## src/orp_defs.svh

```systemverilog
`ifndef ORP_DEFS_SVH
`define ORP_DEFS_SVH

// clock period of mclk
`define ORP_CLK_NS 10
// least-time conversion, rounded up to whole cycles
`define ORP_CYC(ns) (((ns) + `ORP_CLK_NS - 1) / `ORP_CLK_NS)

// program pulse: nominal and allowed window
`define ORP_PW_NS 50000
`define ORP_PW_MIN_NS 47500
`define ORP_PW_MAX_NS 52500
`define ORP_PW_CYC (`ORP_PW_NS / `ORP_CLK_NS)
`define ORP_PW_MIN_CYC `ORP_CYC(`ORP_PW_MIN_NS)
`define ORP_PW_MAX_CYC (`ORP_PW_MAX_NS / `ORP_CLK_NS)

// setup, hold and recovery times
`define ORP_ALE_NS 500
`define ORP_LAH_NS 100
`define ORP_DS_NS 2000
`define ORP_DH_NS 2000
`define ORP_OES_NS 2000
`define ORP_VR_NS 2000
`define ORP_VCS_NS 2000
`define ORP_OE_NS 150
`define ORP_DFP_NS 130

// retry budget and last address
`define ORP_MAX_EXTRA 4'd10
`define ORP_LAST_ADDR 16'hffff
// upper address bit that picks the identity byte
`define ORP_ID_SEL_BIT 0

`endif

```

## src/orp_pkg.sv

```systemverilog
package orp_pkg;

  // level asked of the output-enable / program-supply pin
  typedef enum logic [1:0] {
    ORP_OPP_VIL = 2'h0,
    ORP_OPP_VIH = 2'h1,
    ORP_OPP_VPP = 2'h2
  } orp_opp_lvl_t;

  // level asked of the main supply
  typedef enum logic [1:0] {
    ORP_VCC_OFF = 2'h0,
    ORP_VCC_READ = 2'h1,
    ORP_VCC_PROG = 2'h2
  } orp_vcc_lvl_t;

  typedef enum logic [4:0] {
    ORP_PH_FIRST = 5'h01,
    ORP_PH_LOOP = 5'h02,
    ORP_PH_FINAL = 5'h04,
    ORP_PH_ID = 5'h08,
    ORP_PH_ABORT = 5'h10
  } orp_phase_t;

  // pins towards the memory
  typedef struct packed {
    logic ale;
    logic [7:0] muxed_addr_data_lines_o;
    logic muxed_addr_data_lines_oe;
    logic [7:0] upper_address_lines;
    orp_opp_lvl_t opp;
    orp_vcc_lvl_t vcc;
  } orp_pins_t;

  // outcome of a run
  typedef struct packed {
    logic busy;
    logic pass;
    logic fail;
    logic [3:0] extra_cnt;
    logic [15:0] fail_addr;
  } orp_status_t;

endpackage

```

## src/orp_prog_seq.sv

```systemverilog
`include "orp_defs.svh"

module orp_prog_seq #(
  parameter logic [15:0] PW_CYC = 16'(`ORP_PW_CYC), // program pulse length in cycles
  parameter logic [15:0] LAST_ADDR = `ORP_LAST_ADDR // last address programmed
) (
  input wire logic mclk, // system clock
  input wire logic rstn, // async reset, active low
  input wire logic start, // pulse: begin full programming run
  input wire logic id_req, // pulse: read identity byte
  input wire logic id_sel, // identity byte select
  output logic [15:0] src_addr, // address of wanted source byte
  input wire logic [7:0] src_data, // source byte for src_addr
  input wire logic [7:0] muxed_addr_data_lines_i, // bus level read back
  output orp_pkg::orp_pins_t pins, // registered pin drive
  output orp_pkg::orp_status_t status, // run outcome
  output logic done, // pulse: run or identity read ended
  output logic [7:0] id_code, // last identity byte read
  output logic id_valid // pulse: id_code updated
);
  import orp_pkg::*;

  typedef enum logic [13:0] {
    S_IDLE = 14'h0001,
    S_VCC = 14'h0002,
    S_VPP = 14'h0004,
    S_ALE_HI = 14'h0008,
    S_ALE_LO = 14'h0010,
    S_DSET = 14'h0020,
    S_PULSE = 14'h0040,
    S_DHOLD = 14'h0080,
    S_VPP_DN = 14'h0100,
    S_OE_ON = 14'h0200,
    S_OE_OFF = 14'h0400,
    S_VPP_OFF = 14'h0800,
    S_VCC_DN = 14'h1000,
    S_VPP_UP = 14'h2000
  } orp_state_t;

  orp_state_t state_q, state_d;
  orp_phase_t phase_q;
  logic [15:0] tmr_q;
  logic [15:0] addr_q;
  logic [3:0] extra_q;
  logic pend_q;
  logic pass_q, fail_q;
  logic [15:0] fail_addr_q;
  logic [7:0] id_q;
  logic done_q, idv_q;
  logic sel_q;
  logic [7:0] rd_q;
  orp_pins_t pins_q, pins_d;
  logic fin, match, last;

  // cycles to spend in a state, least times rounded up
  function automatic logic [15:0] wait_of(input orp_state_t s);
    case (s)
      S_VCC, S_VCC_DN: wait_of = 16'(`ORP_CYC(`ORP_VCS_NS));
      S_VPP, S_VPP_UP: wait_of = 16'(`ORP_CYC(`ORP_OES_NS));
      S_ALE_HI: wait_of = 16'(`ORP_CYC(`ORP_ALE_NS));
      S_ALE_LO: wait_of = 16'(`ORP_CYC(`ORP_LAH_NS));
      S_DSET: wait_of = 16'(`ORP_CYC(`ORP_DS_NS));
      S_PULSE: wait_of = PW_CYC;
      S_DHOLD: wait_of = 16'(`ORP_CYC(`ORP_DH_NS));
      S_VPP_DN, S_VPP_OFF: wait_of = 16'(`ORP_CYC(`ORP_VR_NS));
      // one extra cycle covers the pin register lag
      S_OE_ON: wait_of = 16'(`ORP_CYC(`ORP_OE_NS) + 1);
      S_OE_OFF: wait_of = 16'(`ORP_CYC(`ORP_DFP_NS));
      default: wait_of = 16'h0001;
    endcase
  endfunction

  assign fin = (tmr_q == 16'h0000);
  // compare the byte caught while the device drove the bus, not the floating bus
  assign match = (rd_q == src_data);
  assign last = (addr_q == LAST_ADDR);

  // sequencing
  always_comb begin
    state_d = state_q;
    case (state_q)
      S_IDLE: if (start || id_req) state_d = S_VCC;
      S_VCC: if (fin) state_d = (phase_q == ORP_PH_ID) ? S_ALE_HI : S_VPP;
      S_VPP, S_VPP_UP: if (fin) state_d = S_ALE_HI;
      S_ALE_HI: if (fin) state_d = S_ALE_LO;
      S_ALE_LO: begin
        if (fin && (phase_q == ORP_PH_FIRST || (phase_q == ORP_PH_LOOP && pend_q))) begin
          state_d = S_DSET;
        end else if (fin) begin
          state_d = (phase_q == ORP_PH_LOOP) ? S_VPP_DN : S_OE_ON;
        end
      end
      S_DSET: if (fin) state_d = S_PULSE;
      S_PULSE: if (fin) state_d = S_DHOLD;
      S_DHOLD: if (fin) state_d = (phase_q == ORP_PH_FIRST) ? S_ALE_HI : S_VPP_DN;
      S_VPP_DN: if (fin) state_d = S_OE_ON;
      S_OE_ON: if (fin) state_d = S_OE_OFF;
      S_OE_OFF: begin
        if (fin) begin
          case (phase_q)
            ORP_PH_ID: state_d = S_IDLE;
            ORP_PH_LOOP: begin
              state_d = (match ? last : extra_q == `ORP_MAX_EXTRA) ? S_VPP_OFF : S_VPP_UP;
            end
            ORP_PH_FINAL: state_d = (!match || last) ? S_IDLE : S_ALE_HI;
            default: state_d = S_IDLE;
          endcase
        end
      end
      S_VPP_OFF: if (fin) state_d = S_VCC_DN;
      S_VCC_DN: if (fin) state_d = (phase_q == ORP_PH_FINAL) ? S_ALE_HI : S_IDLE;
      default: state_d = S_IDLE;
    endcase
  end

  always_ff @(posedge mclk or negedge rstn) begin
    if (!rstn) begin
      state_q <= S_IDLE;
    end else begin
      state_q <= state_d;
    end
  end

  // dwell timer, reloaded on every state change
  always_ff @(posedge mclk or negedge rstn) begin
    if (!rstn) begin
      tmr_q <= 16'h0000;
    end else if (state_d != state_q) begin
      tmr_q <= wait_of(state_d) - 16'h0001;
    end else if (!fin) begin
      tmr_q <= tmr_q - 16'h0001;
    end
  end

  // phase, address and retry bookkeeping
  always_ff @(posedge mclk or negedge rstn) begin
    if (!rstn) begin
      phase_q <= ORP_PH_FIRST;
      addr_q <= 16'h0000;
      extra_q <= 4'h0;
      pend_q <= 1'b0;
      sel_q <= 1'b0;
    end else begin
      if (state_q == S_IDLE && start) begin
        phase_q <= ORP_PH_FIRST;
        addr_q <= 16'h0000;
        extra_q <= 4'h0;
        pend_q <= 1'b0;
      end else if (state_q == S_IDLE && id_req) begin
        phase_q <= ORP_PH_ID;
        sel_q <= id_sel;
      end
      if (state_q == S_DHOLD && fin && phase_q == ORP_PH_FIRST) begin
        if (last) begin
          phase_q <= ORP_PH_LOOP;
          addr_q <= 16'h0000;
        end else begin
          addr_q <= addr_q + 16'h0001;
        end
      end
      if (state_q == S_DHOLD && fin) pend_q <= 1'b0;
      if (state_q == S_OE_OFF && fin && phase_q == ORP_PH_LOOP) begin
        if (match) begin
          extra_q <= 4'h0;
          addr_q <= last ? 16'h0000 : addr_q + 16'h0001;
          if (last) begin
            phase_q <= ORP_PH_FINAL;
          end
        end else if (extra_q == `ORP_MAX_EXTRA) begin
          phase_q <= ORP_PH_ABORT;
        end else begin
          extra_q <= extra_q + 4'h1;
          pend_q <= 1'b1;
        end
      end
      if (state_q == S_OE_OFF && fin && phase_q == ORP_PH_FINAL && match && !last) begin
        addr_q <= addr_q + 16'h0001;
      end
    end
  end

  // sticky outcome; pass and fail cleared by reset or a new run, fail_addr_q only by reset
  always_ff @(posedge mclk or negedge rstn) begin
    if (!rstn) begin
      pass_q <= 1'b0;
      fail_q <= 1'b0;
      fail_addr_q <= 16'h0000;
    end else if (state_q == S_IDLE && start) begin
      pass_q <= 1'b0;
      fail_q <= 1'b0;
    end else if (state_q == S_OE_OFF && fin) begin
      if (!match && (phase_q == ORP_PH_FINAL ||
          (phase_q == ORP_PH_LOOP && extra_q == `ORP_MAX_EXTRA))) begin
        fail_q <= 1'b1;
        fail_addr_q <= addr_q;
      end else if (match && last && phase_q == ORP_PH_FINAL) begin
        pass_q <= 1'b1;
      end
    end
  end

  always_ff @(posedge mclk or negedge rstn) begin
    if (!rstn) begin
      id_q <= 8'h00;
      rd_q <= 8'h00;
      idv_q <= 1'b0;
      done_q <= 1'b0;
    end else begin
      // sample at the end of the enable window; after it the bus floats
      if (state_q == S_OE_ON && fin) rd_q <= muxed_addr_data_lines_i;
      idv_q <= state_q == S_OE_OFF && fin && phase_q == ORP_PH_ID;
      done_q <= state_q != S_IDLE && state_d == S_IDLE;
      if (state_q == S_OE_OFF && fin && phase_q == ORP_PH_ID) id_q <= rd_q;
    end
  end

  // pin levels per state, registered below
  always_comb begin
    pins_d = '0;
    pins_d.opp = ORP_OPP_VIH;
    pins_d.vcc = ORP_VCC_OFF;
    pins_d.upper_address_lines = addr_q[15:8];
    pins_d.muxed_addr_data_lines_o = addr_q[7:0];
    if (phase_q == ORP_PH_ID) begin
      pins_d.upper_address_lines = 8'h00;
      pins_d.upper_address_lines[`ORP_ID_SEL_BIT] = sel_q;
      pins_d.muxed_addr_data_lines_o = 8'h00;
    end
    if (state_q != S_IDLE) begin
      pins_d.vcc = (phase_q == ORP_PH_FIRST || phase_q == ORP_PH_LOOP ||
                    state_q == S_VPP_OFF) ? ORP_VCC_PROG : ORP_VCC_READ;
      if (phase_q == ORP_PH_ABORT && state_q == S_VCC_DN) pins_d.vcc = ORP_VCC_OFF;
    end
    case (state_q)
      S_VPP, S_VPP_UP, S_DSET, S_PULSE, S_DHOLD: pins_d.opp = ORP_OPP_VPP;
      S_ALE_HI, S_ALE_LO: begin
        pins_d.opp = (phase_q == ORP_PH_FIRST || phase_q == ORP_PH_LOOP) ?
                     ORP_OPP_VPP : ORP_OPP_VIH;
      end
      S_OE_ON: pins_d.opp = ORP_OPP_VIL;
      default: pins_d.opp = ORP_OPP_VIH;
    endcase
    pins_d.ale = (state_q == S_ALE_HI || state_q == S_PULSE);
    pins_d.muxed_addr_data_lines_oe = (state_q == S_ALE_HI || state_q == S_ALE_LO ||
                                       state_q == S_DSET || state_q == S_PULSE ||
                                       state_q == S_DHOLD);
    if (state_q == S_DSET || state_q == S_PULSE || state_q == S_DHOLD)
      pins_d.muxed_addr_data_lines_o = src_data;
  end

  always_ff @(posedge mclk or negedge rstn) begin
    if (!rstn) begin
      pins_q <= '{ale: 1'b0, muxed_addr_data_lines_o: 8'h00,
                  muxed_addr_data_lines_oe: 1'b0, upper_address_lines: 8'h00,
                  opp: ORP_OPP_VIH, vcc: ORP_VCC_OFF};
    end else begin
      pins_q <= pins_d;
    end
  end

  assign pins = pins_q;
  assign src_addr = addr_q;
  assign status = '{busy: state_q != S_IDLE, pass: pass_q, fail: fail_q,
                    extra_cnt: extra_q, fail_addr: fail_addr_q};
  assign done = done_q;
  assign id_code = id_q;
  assign id_valid = idv_q;

endmodule // orp_prog_seq

```

## config.mk

```make
export PLATFORM = sky130hd
export DESIGN_NAME = orp_prog_seq
export DESIGN_NICKNAME = d
export VERILOG_FILES = /design/src/orp_pkg.sv /design/src/orp_prog_seq.sv
export VERILOG_INCLUDE_DIRS = /design/src /design/src/src
export SDC_FILE = /design/constraint.sdc
export NUM_CORES = 1
export LEC_CHECK = 0
export BUFFER_PORTS_ARGS = -buffer_cell sky130_fd_sc_hd__buf_2
export CORE_AREA = 2 2 118 120
export CTS_CLUSTER_DIAMETER = 60
export DETAILED_ROUTE_END_ITERATION = 16
export DIE_AREA = 0 0 120 122
export PLACE_DENSITY = 0.68
export SLEW_MARGIN = 20
export SYNTH_ARGS = -nofsm -noshare
export SYNTH_HDL_FRONTEND = slang
export SYNTH_SLANG_ARGS = --single-unit
```

## constraint.sdc

```tcl
create_clock -name mclk -period 5 [get_ports mclk]
set_input_delay 1 -clock mclk [delete_from_list [all_inputs] [get_ports mclk]]
set_output_delay 1 -clock mclk [all_outputs]
set_load 0.01 [all_outputs]
```

==> flow_summary.yaml, run 1 <==
power_and_ir_drop:
  total_power_mw: 3.28
  p_sw_mw: 1.15
  intPower_mw: 2.13
  clkPwrFrac_pct: 36.4
  ir_worst_vdd_mv: 0.223
  powerDensity_nw_per_um2: 437
  seq_power_share_pct: 33.9
  pwr-share-comb_pct: 29.6
  swShare_pct: 35.0
  p_leak_nw: 3.68
clock_network:
  clk_latency_ns: 0.42
  post-cts-setup-buffer-count: 0
  clock_path_buffers: 2
  cts_tree: "yes"
  root_buffer: "clkbuf_16"
  path_clk_slew_ns: 0.06
  cts_sinks: 115
  cts_buffers: 17
  post_cts_resized: 0
  ctsHoldBuffers: 0
  h-tree-depth: 4
critical_path:
  slowest_stage: "nor4_4"
  timing.rr.start: "state_q[2]"
  rr_worst_depth: 11
  path_class: "register to register"
  cp_top_family: "simple AND/OR/NAND/NOR gates"
  r2r_end: "tmr_q[13]"
  worst-path-max-fanout: 10
  r2r_setup_slack_ns: 1.11
  required_ns: 5.30
  path_cells: "nor4_4 > nand2_4 > a2111oi_4 > or4_1 > nand2_1 > or3_1 > a21boi_4 > nor3b_4 > and3_4 > nand2_2 > mux2i_1"
  endpoint_kind: "register"
  start_kind: "register"
  cp_num_buf_inv: 0
  slowest_delay_ns: 0.70
  arrival_ns: 4.20
timing:
  fmax_mhz: 257
  finalCritPeriodShare_pct: 77.9
  rsz0062_at_grt: "no"
  setup_violations: 0
  hold_ws_ns: 0.473
  finalSetupTns_ns: 0
  hold_viol: 0
  period_minus_slack_ns: 3.89
  slew_headroom_pct: 38.7
  drv_slew: 0
  clock_skew_ns: 0.0102
  tightest_slew_ns: 0.916
routing:
  wl_per_cell_um: 19.1
  viasPerCell: 5.92
  wl_um: 18100
  drc: 0
  drt_first_pass_iters: 6
  drtIter0Drc: 441
  drtAntennaViolNets: 0
  vias: 5617
grt:
  antenna_found_initial: 0
  grt_max_degree: 79
  grt_overflow: 0
  grt_use_total_pct: 25.6
  grt_pass1_vias: 5475
  grt_pass1_wl_um: 28900
placement:
  hpwlAfterDp_um: 13000
  dpl_cell_area_um2: 6920
  gp_congestion: 0.971
  io_buffers: 91
  dp.cells: 917
logic_synthesis:
  synthArstFlopShare_pct: 100
  yosysWarnings: 0
  synthTopCellsByArea: "dfrtp_1, mux2_2, nand2_1, nor2_1, o21ai_0"
  yosysSeqAreaShare_pct: 45.8
  synth_ff_type: "dfrtp_1"
  syn-num-nets: 688
  synth_cells: 663
  synth_top_cell_area_share_pct: 44.6
  synth-edff-count: 0
  synth.cell_area_um2: 6290
  postSynthAreaPerCell_um2: 9.48
  ys_ff_latch: 115
  synth_cell_types: 69
  synth_top_cell_by_area: "dfrtp_1"
layout:
  final_cells: 949
  area_growth_pct: 19.4
  final_common_cell: "dfrtp_1"
  num_antenna_cells: 0
  stdcell_area_um2: 7510
  layout_common_cells: "dfrtp_1, buf_2, nand2_1, nor2_1, o21ai_0"
  nets: 781
  drive_gt1_share_pct: 25.9
status:
  outcome: "completed"
die:
  initial_core_util_pct: 46.5
  die_y_um: 122
  coreArea_um2: 13500
  rows: 43
  pin_count: 92
  die_x_um: 120
  dieArea_um2: 14600
hold_path:
  min_to: "fail_q"
  hp-class: "register to register"
  whs_path_depth: 2
  hp-start: "fail_q"
flow_run:
  maxCapViolations: 0
-- flip-flops by register name (all words and copies together) (netlist names) --
name	flops
extra_q	4
id_code	8
fail_q	1
rd_q	8
src_addr	16
state_q	14
pass_q	1
sel_q	1
phase_q	5
fail_addr_q	16
pend_q	1
tmr_q	16
pins	22
id_valid	1
done	1
-- stage by stage --
step	setup slack, ns	utilization (%)
5_1_grt	0.803	55.6
4_1_cts	1.11	55.6
6_report	1.11	55.6
3_5_place_dp	0.696	51.3
3_3_place_gp	0.805	51.3
2_1_floorplan	1.41	-
-- worst max path at each step --
| stage | from | end | slack, ns | cells after the start |
|---|---|---|---|---|
| finish | state_q[2] | tmr_q[13] | 1.11 | 11 |
| global route | src_data[5] | tmr_q[8] | 0.80 | 13 |
| CTS | src_data[5] | tmr_q[8] | 1.11 | 13 |
| detailed placement | src_data[5] | tmr_q[8] | 0.70 | 13 |
| global placement | src_data[5] | tmr_q[8] | 0.81 | 13 |
| floorplan | src_data[1] | tmr_q[8] | 1.41 | 12 |
-- Yosys cell counts (7+ instances only) --
cell type,count
o21ai_0,46
xor2_1,17
nand3_1,32
or4_1,8
nand2_1,85
buf_2,13
mux2_2,34
nand4_1,14
nor4b_1,8
dfrtp_1,112
nor2_1,68
a21oi_1,28
inv_1,8
and3_1,9
nor4_1,15
nor3_1,22
and2_1,14
clkbuf_1,15
xnor2_1,7
-- power groups by stage --
stage	clock network (mW)	logic, mW	registers, mW
floorplan	0	0.718	1.09
global placement	0	0.947	1.13
detailed placement	0	0.961	1.13
CTS	1.21	0.966	1.11
global route	1.26	1.08	1.13
finish	1.20	0.973	1.11
-- metal layers --
metal	GRT usage (%)	up-vias	part of all wire, %
li1	-	2593	-
met1	34.3	2770	43
met2	39.6	216	47
met3	5.66	38	6.4
met4	12.4	0	3.1
met5	0	-	0
-- area by class of cell --
class	instances	area, um^2
Multi-Input combinational cell	505	3190
Timing Repair Buffer	109	597
Fill cell	1217	6000
Sequential cell	115	2880
Inverter	8	30.0
Clock inverter	15	156
Clock buffer	17	425
Tap cell	180	225
-- worst min-delay path, stage by stage, from the launching register on --
cell,delay (ns)
dfrtp_1,0.34
nand2_1,0.05
nand2_1,0.05
-- kinds of logic (layout without fill, tap and decap cells) --
| family | count (synthesis) | count (layout) | synth area share (%) |
|---|---|---|---|
| mux | 37 | 37 | 6.57 |
| compound gates | 130 | 130 | 14.3 |
| flops | 115 | 115 | 45.8 |
| simple gates | 310 | 310 | 25.8 |
| xor+xnor | 24 | 24 | 3.34 |
| fa+ha+maj | 4 | 4 | 0.796 |
| buf+inv | 43 | 149 | 3.36 |
Power figures use the tool's default switching activity.
==> inputs of run 2 (changes only) <==
==> constraint.sdc (replaced) <==
create_clock -name mclk -period 3.6 [get_ports mclk]
set_input_delay 0.72 -clock mclk [delete_from_list [all_inputs] [get_ports mclk]]
set_output_delay 0.72 -clock mclk [all_outputs]
set_load 0.01 [all_outputs]
==> flow_summary.yaml, run 2 (synthesis gave the netlist of run 1 again) <==
routing:
  viasPerCell: 5.77
  drc: 0
  wl_per_cell_um: 18.9
  drtAntennaViolNets: 0
  drt_first_pass_iters: 6
  vias: 5906
  drtIter0Drc: 477
  wl_um: 19300
critical_path:
  slowest_stage: "nor4_4"
  path_cells: "nor4_4 > nand2_4 > a2111oi_4 > buf_4 > or4_4 > o2111ai_4 > o32ai_4 > ha_2 > nand2_2 > nor3_4 > nor3b_4 > a211oi_1 > a311oi_1"
  required_ns: 3.93
  endpoint_kind: "register"
  path_class: "register to register"
  start_kind: "register"
  arrival_ns: 3.80
  slowest_delay_ns: 0.56
  cp_num_buf_inv: 1
  cp_top_family: "simple AND/OR/NAND/NOR gates"
  worst-path-max-fanout: 6
grt:
  busiest_layer: "met2"
  grt_overflow: 0
  grt_pass1_wl_um: 30800
  grt_max_degree: 62
  grt_use_total_pct: 27.5
  grt_pass1_vias: 5909
  gr-usage-met2_pct: 44.9
  antenna_found_initial: 0
  grtUsageMet3_pct: 6.23
  gr-usage-met1_pct: 34.3
layout:
  largest_reg_flops: 22
  area_growth_pct: 29.7
  num_antenna_cells: 0
  seq_area_um2: 2880
  layout_common_cells: "dfrtp_1, buf_4, buf_2, nand2_1, nor2_1"
  final_common_cell: "dfrtp_1"
  fillers: 1179
  final_util_pct: 60.4
  multi_input_comb_area_um2: 3280
  nets: 855
  drive_gt1_share_pct: 34.2
die:
  dieArea_um2: 14600
  coreArea_um2: 13500
  die_y_um: 122
  die_x_um: 120
  pin_count: 92
  initial_core_util_pct: 46.5
  rows: 43
clock_network:
  clk_latency_ns: 0.43
  clock_path_buffers: 2
  path_clk_slew_ns: 0.06
  ctsHoldBuffers: 0
  cts_buffers: 17
  h-tree-depth: 4
  cts_tree: "yes"
  cts_sinks: 115
  root_buffer: "clkbuf_16"
placement:
  io_buffers: 91
  hpwlAfterDp_um: 14500
  gp_congestion: 1.12
power_and_ir_drop:
  pwr-share-comb_pct: 33.9
  ir_worst_vdd_mv: 0.440
  p_sw_mw: 1.70
  clkPwrFrac_pct: 34.3
  p_leak_nw: 4.05
  swShare_pct: 34.8
  seq_power_share_pct: 31.7
  intPower_mw: 3.19
  total_power_mw: 4.89
  powerDensity_nw_per_um2: 599
flow_run:
  maxCapViolations: 0
timing:
  tightest_slew_ns: 0.790
  hold_viol: 0
  drv_slew: 0
  slew_headroom_pct: 47.3
  period_minus_slack_ns: 3.47
  clock_skew_ns: 0.00572
  setup_violations: 0
  fmax_mhz: 288
  finalCritPeriodShare_pct: 96.4
status:
  outcome: "completed"
hold_path:
  hp-class: "input pin to asynchronous set/reset pin"
run 2: cell types whose count changed in the layout (fill, tap and decap cells not counted), sizes merged:
| cell | before | now |
|---|---|---|
| inv | 11 | 12 |
| clkinv | 8 | 4 |
| clkinvlp | 2 | 4 |
| clkbuf | 17 | 18 |
| buf | 109 | 183 |
run 2: layout make-up:
type,count,share of cell area [%]
Multi-Input combinational cell,505,40.3
Sequential cell,115,35.4
Timing Repair Buffer,183,14.1
Clock buffer,18,5.26
Tap cell,180,2.76
Clock inverter,14,1.87
Inverter,8,0.368
run 2: through the flow:
stage	setup WS [ns]	cell area [um^2]	TNS (ns)	instances	hold WS, ns
2_1_floorplan	0.156	6290	0	663	0.424
3_3_place_gp	-0.0335	7450	-0.0369	987	0.451
3_5_place_dp	-0.0774	7450	-0.130	987	0.487
4_1_cts	0.0206	8030	0	1019	0.412
5_1_grt	-0.0470	8150	-0.131	1023	0.434
6_report	0.130	8150	0	1023	0.363
run 2: timing repair:
action                     CTS  global route
resized for setup            1            19
setup buffers                0             5
setup endpoints to repair    1            11
pin swaps                    0            10
run 2: path summary, 6_finish.rpt:
| kind | from | end | slack [ns] | cells after the start |
|---|---|---|---|---|
| worst max-delay path | state_q[2] | tmr_q[8] | 0.13 | 13 |
| worst min-delay path | rstn | state_q[7] | 0.36 | 1 |
| worst max register to register | state_q[2] | tmr_q[8] | 0.13 | 13 |
| worst min register to register | fail_addr_q[14] | fail_addr_q[14] | 0.50 | 1 |
| max in group asynchronous | rstn | state_q[0] | 2.30 | 2 |
| min in group mclk | fail_addr_q[14] | fail_addr_q[14] | 0.50 | 1 |
run 2: routing by layer:
metal / share of wire, % / vias to the layer above
li1: - / 2748
met1: 41 / 2866
met2: 48 / 232
met3: 6.6 / 60
met4: 4.5 / 0
met5: 0 / -
run 2: power by group through the flow:
stage / Combinational [mW] / Sequential, mW / Clock, mW
after floorplan: 0.997 / 1.52 / 0
after global placement: 1.52 / 1.56 / 0
after global routing: 1.81 / 1.56 / 1.76
after CTS: 1.55 / 1.54 / 1.69
final: 1.66 / 1.55 / 1.68
after detailed placement: 1.55 / 1.56 / 0
==> inputs of run 3 (changes only) <==
--- a/config.mk
+++ b/config.mk
@@ -12,7 +12,8 @@
 export DETAILED_ROUTE_END_ITERATION = 16
 export DIE_AREA = 0 0 120 122
 export PLACE_DENSITY = 0.68
-export SLEW_MARGIN = 20
+export REMOVE_ABC_BUFFERS = 1
+export SLEW_MARGIN = 5
 export SYNTH_ARGS = -nofsm -noshare
 export SYNTH_HDL_FRONTEND = slang
 export SYNTH_SLANG_ARGS = --single-unit
==> flow_summary.yaml, run 3 (synthesis gave the netlist of run 1 again) <==
hold_path:
  hp-class: "input pin to asynchronous set/reset pin"
routing:
  wl_um: 19500
  drtAntennaViolNets: 0
  wl_per_cell_um: 18.9
  drc: 0
  drtIter0Drc: 460
  viasPerCell: 5.80
  drt_first_pass_iters: 7
  vias: 5976
critical_path:
  timing.rr.start: "state_q[11]"
  rr_worst_depth: 12
  critPathLaunch: "state_q[11]"
  start_kind: "register"
  path_class: "register to register"
  r2r_setup_slack_ns: 0.03
  endpoint_kind: "register"
  r2r_end: "tmr_q[12]"
  worst-path-max-fanout: 4
  required_ns: 3.94
  arrival_ns: 3.91
timing:
  finalCritPeriodShare_pct: 99.3
  fmax_mhz: 280
  drv_slew: 0
  clock_skew_ns: 0.00951
  hold_viol: 0
  setup_violations: 0
  period_minus_slack_ns: 3.57
  tightest_slew_ns: 0.959
  slew_headroom_pct: 35.9
  hold_ws_ns: 0.374
  rsz0062_at_grt: "yes"
die:
  initial_core_util_pct: 46.5
  rows: 43
  pin_count: 92
  coreArea_um2: 13500
  die_y_um: 122
  dieArea_um2: 14600
  die_x_um: 120
grt:
  grt_max_degree: 57
  grt_pass1_wl_um: 31000
  grt_overflow: 0
  grt_pass1_vias: 5910
  antenna_found_initial: 0
  grt_use_total_pct: 27.7
power_and_ir_drop:
  p_sw_mw: 1.69
  p_leak_nw: 4.08
  total_power_mw: 4.81
  swShare_pct: 35.1
  clkPwrFrac_pct: 33.4
  ir_worst_vdd_mv: 0.358
  intPower_mw: 3.12
  seq_power_share_pct: 32.1
  pwr-share-comb_pct: 34.6
  powerDensity_nw_per_um2: 588
flow_run:
  maxCapViolations: 0
layout:
  final_util_pct: 60.6
  num_antenna_cells: 0
  final_common_cell: "dfrtp_1"
  nets: 862
  layout_common_cells: "dfrtp_1, buf_4, buf_2, nand2_1, nor2_1"
  stdcell_area_um2: 8180
  area_growth_pct: 30.2
  largest_reg_flops: 22
  drive_gt1_share_pct: 34.8
status:
  outcome: "completed"
clock_network:
  cts_sinks: 115
  cts_buffers: 17
  clk_latency_ns: 0.42
  cts_tree: "yes"
  ctsHoldBuffers: 0
  clock_path_buffers: 2
  h-tree-depth: 4
  path_clk_slew_ns: 0.06
  root_buffer: "clkbuf_16"
placement:
  io_buffers: 91
  dpl_cell_area_um2: 7440
  gp_congestion: 0.991
  hpwlAfterDp_um: 14400
==> run 3: cell types whose count changed in the layout (fill, tap and decap cells not counted), moves of 2 or more <==
cell	delta
buf_4	+5
dfrtp_1	-5
dfrtp_2	+5
nor4_1	+3
buf_12	+2
nor4_2	-2
==> run 3: layer usage <==
metal | track usage, % | vias to the layer above | wire, um | part of all wire [%]
met2 | 45.9 | 273 | 9580 | 49
met5 | 0 | - | 0 | 0
met1 | 34.6 | 2885 | 7890 | 40
li1 | - | 2766 | - | -
met3 | 6.98 | 52 | 1430 | 7.3
met4 | 11.3 | 0 | 584 | 3.0
==> run 3: timing repair <==
item / CTS / global route
resized for setup: 6 / 13
pin swaps: 2 / 13
buffers inserted: 2 / 13
setup endpoints to repair: 4 / 11
==> run 3: area by class of cell <==
cell class / instances / area, um^2
flip-flops and latches: 115 / 2890
fillers: 1156 / 5320
clock inverters: 14 / 128
multi-input cells: 505 / 3240
clock buffers: 18 / 439
well taps: 180 / 225
repair buffers: 190 / 1230
inverters: 8 / 30.0
==> run 3: worst max path at each step <==
stage          slack (ns)  cells past startpoint        end
5_1_grt             -0.18                     12   tmr_q[8]
4_1_cts              0.01                     12  tmr_q[12]
3_3_place_gp        -0.06                     12   tmr_q[8]
2_1_floorplan       -0.02                     11  tmr_q[11]
3_5_place_dp        -0.18                     12   tmr_q[8]
6_report             0.03                     12  tmr_q[12]
==> run 3: per-stage QoR <==
step / setup slack [ns] / setup TNS [ns] / std cells
after detailed placement: -0.182 / -0.544 / 983
after floorplan: -0.0225 / -0.0329 / 628
after global routing: -0.185 / -0.706 / 1030
after CTS: 0.0110 / 0 / 1017
after global placement: -0.0567 / -0.0963 / 983
final: 0.0270 / 0 / 1030
==> run 3: power by group through the flow <==
stage	clock network, mW	logic, mW	registers (mW)
2_1_floorplan	0	0.942	1.53
3_5_place_dp	0	1.53	1.56
3_3_place_gp	0	1.50	1.55
5_1_grt	1.69	1.82	1.56
6_report	1.60	1.66	1.54
4_1_cts	1.63	1.58	1.54
==> run 3: worst max-delay path, stage by stage (launching register included) <==
cell       delay, ns
dfrtp_2         0.42
buf_4           0.15
or4_4           0.52
a2111oi_4       0.51
or4_4           0.26
o2111ai_4       0.14
o32ai_4         0.33
ha_2            0.24
nand2_2         0.08
nor3_4          0.25
o211ai_1        0.19
and3_1          0.25
nor3_2          0.15
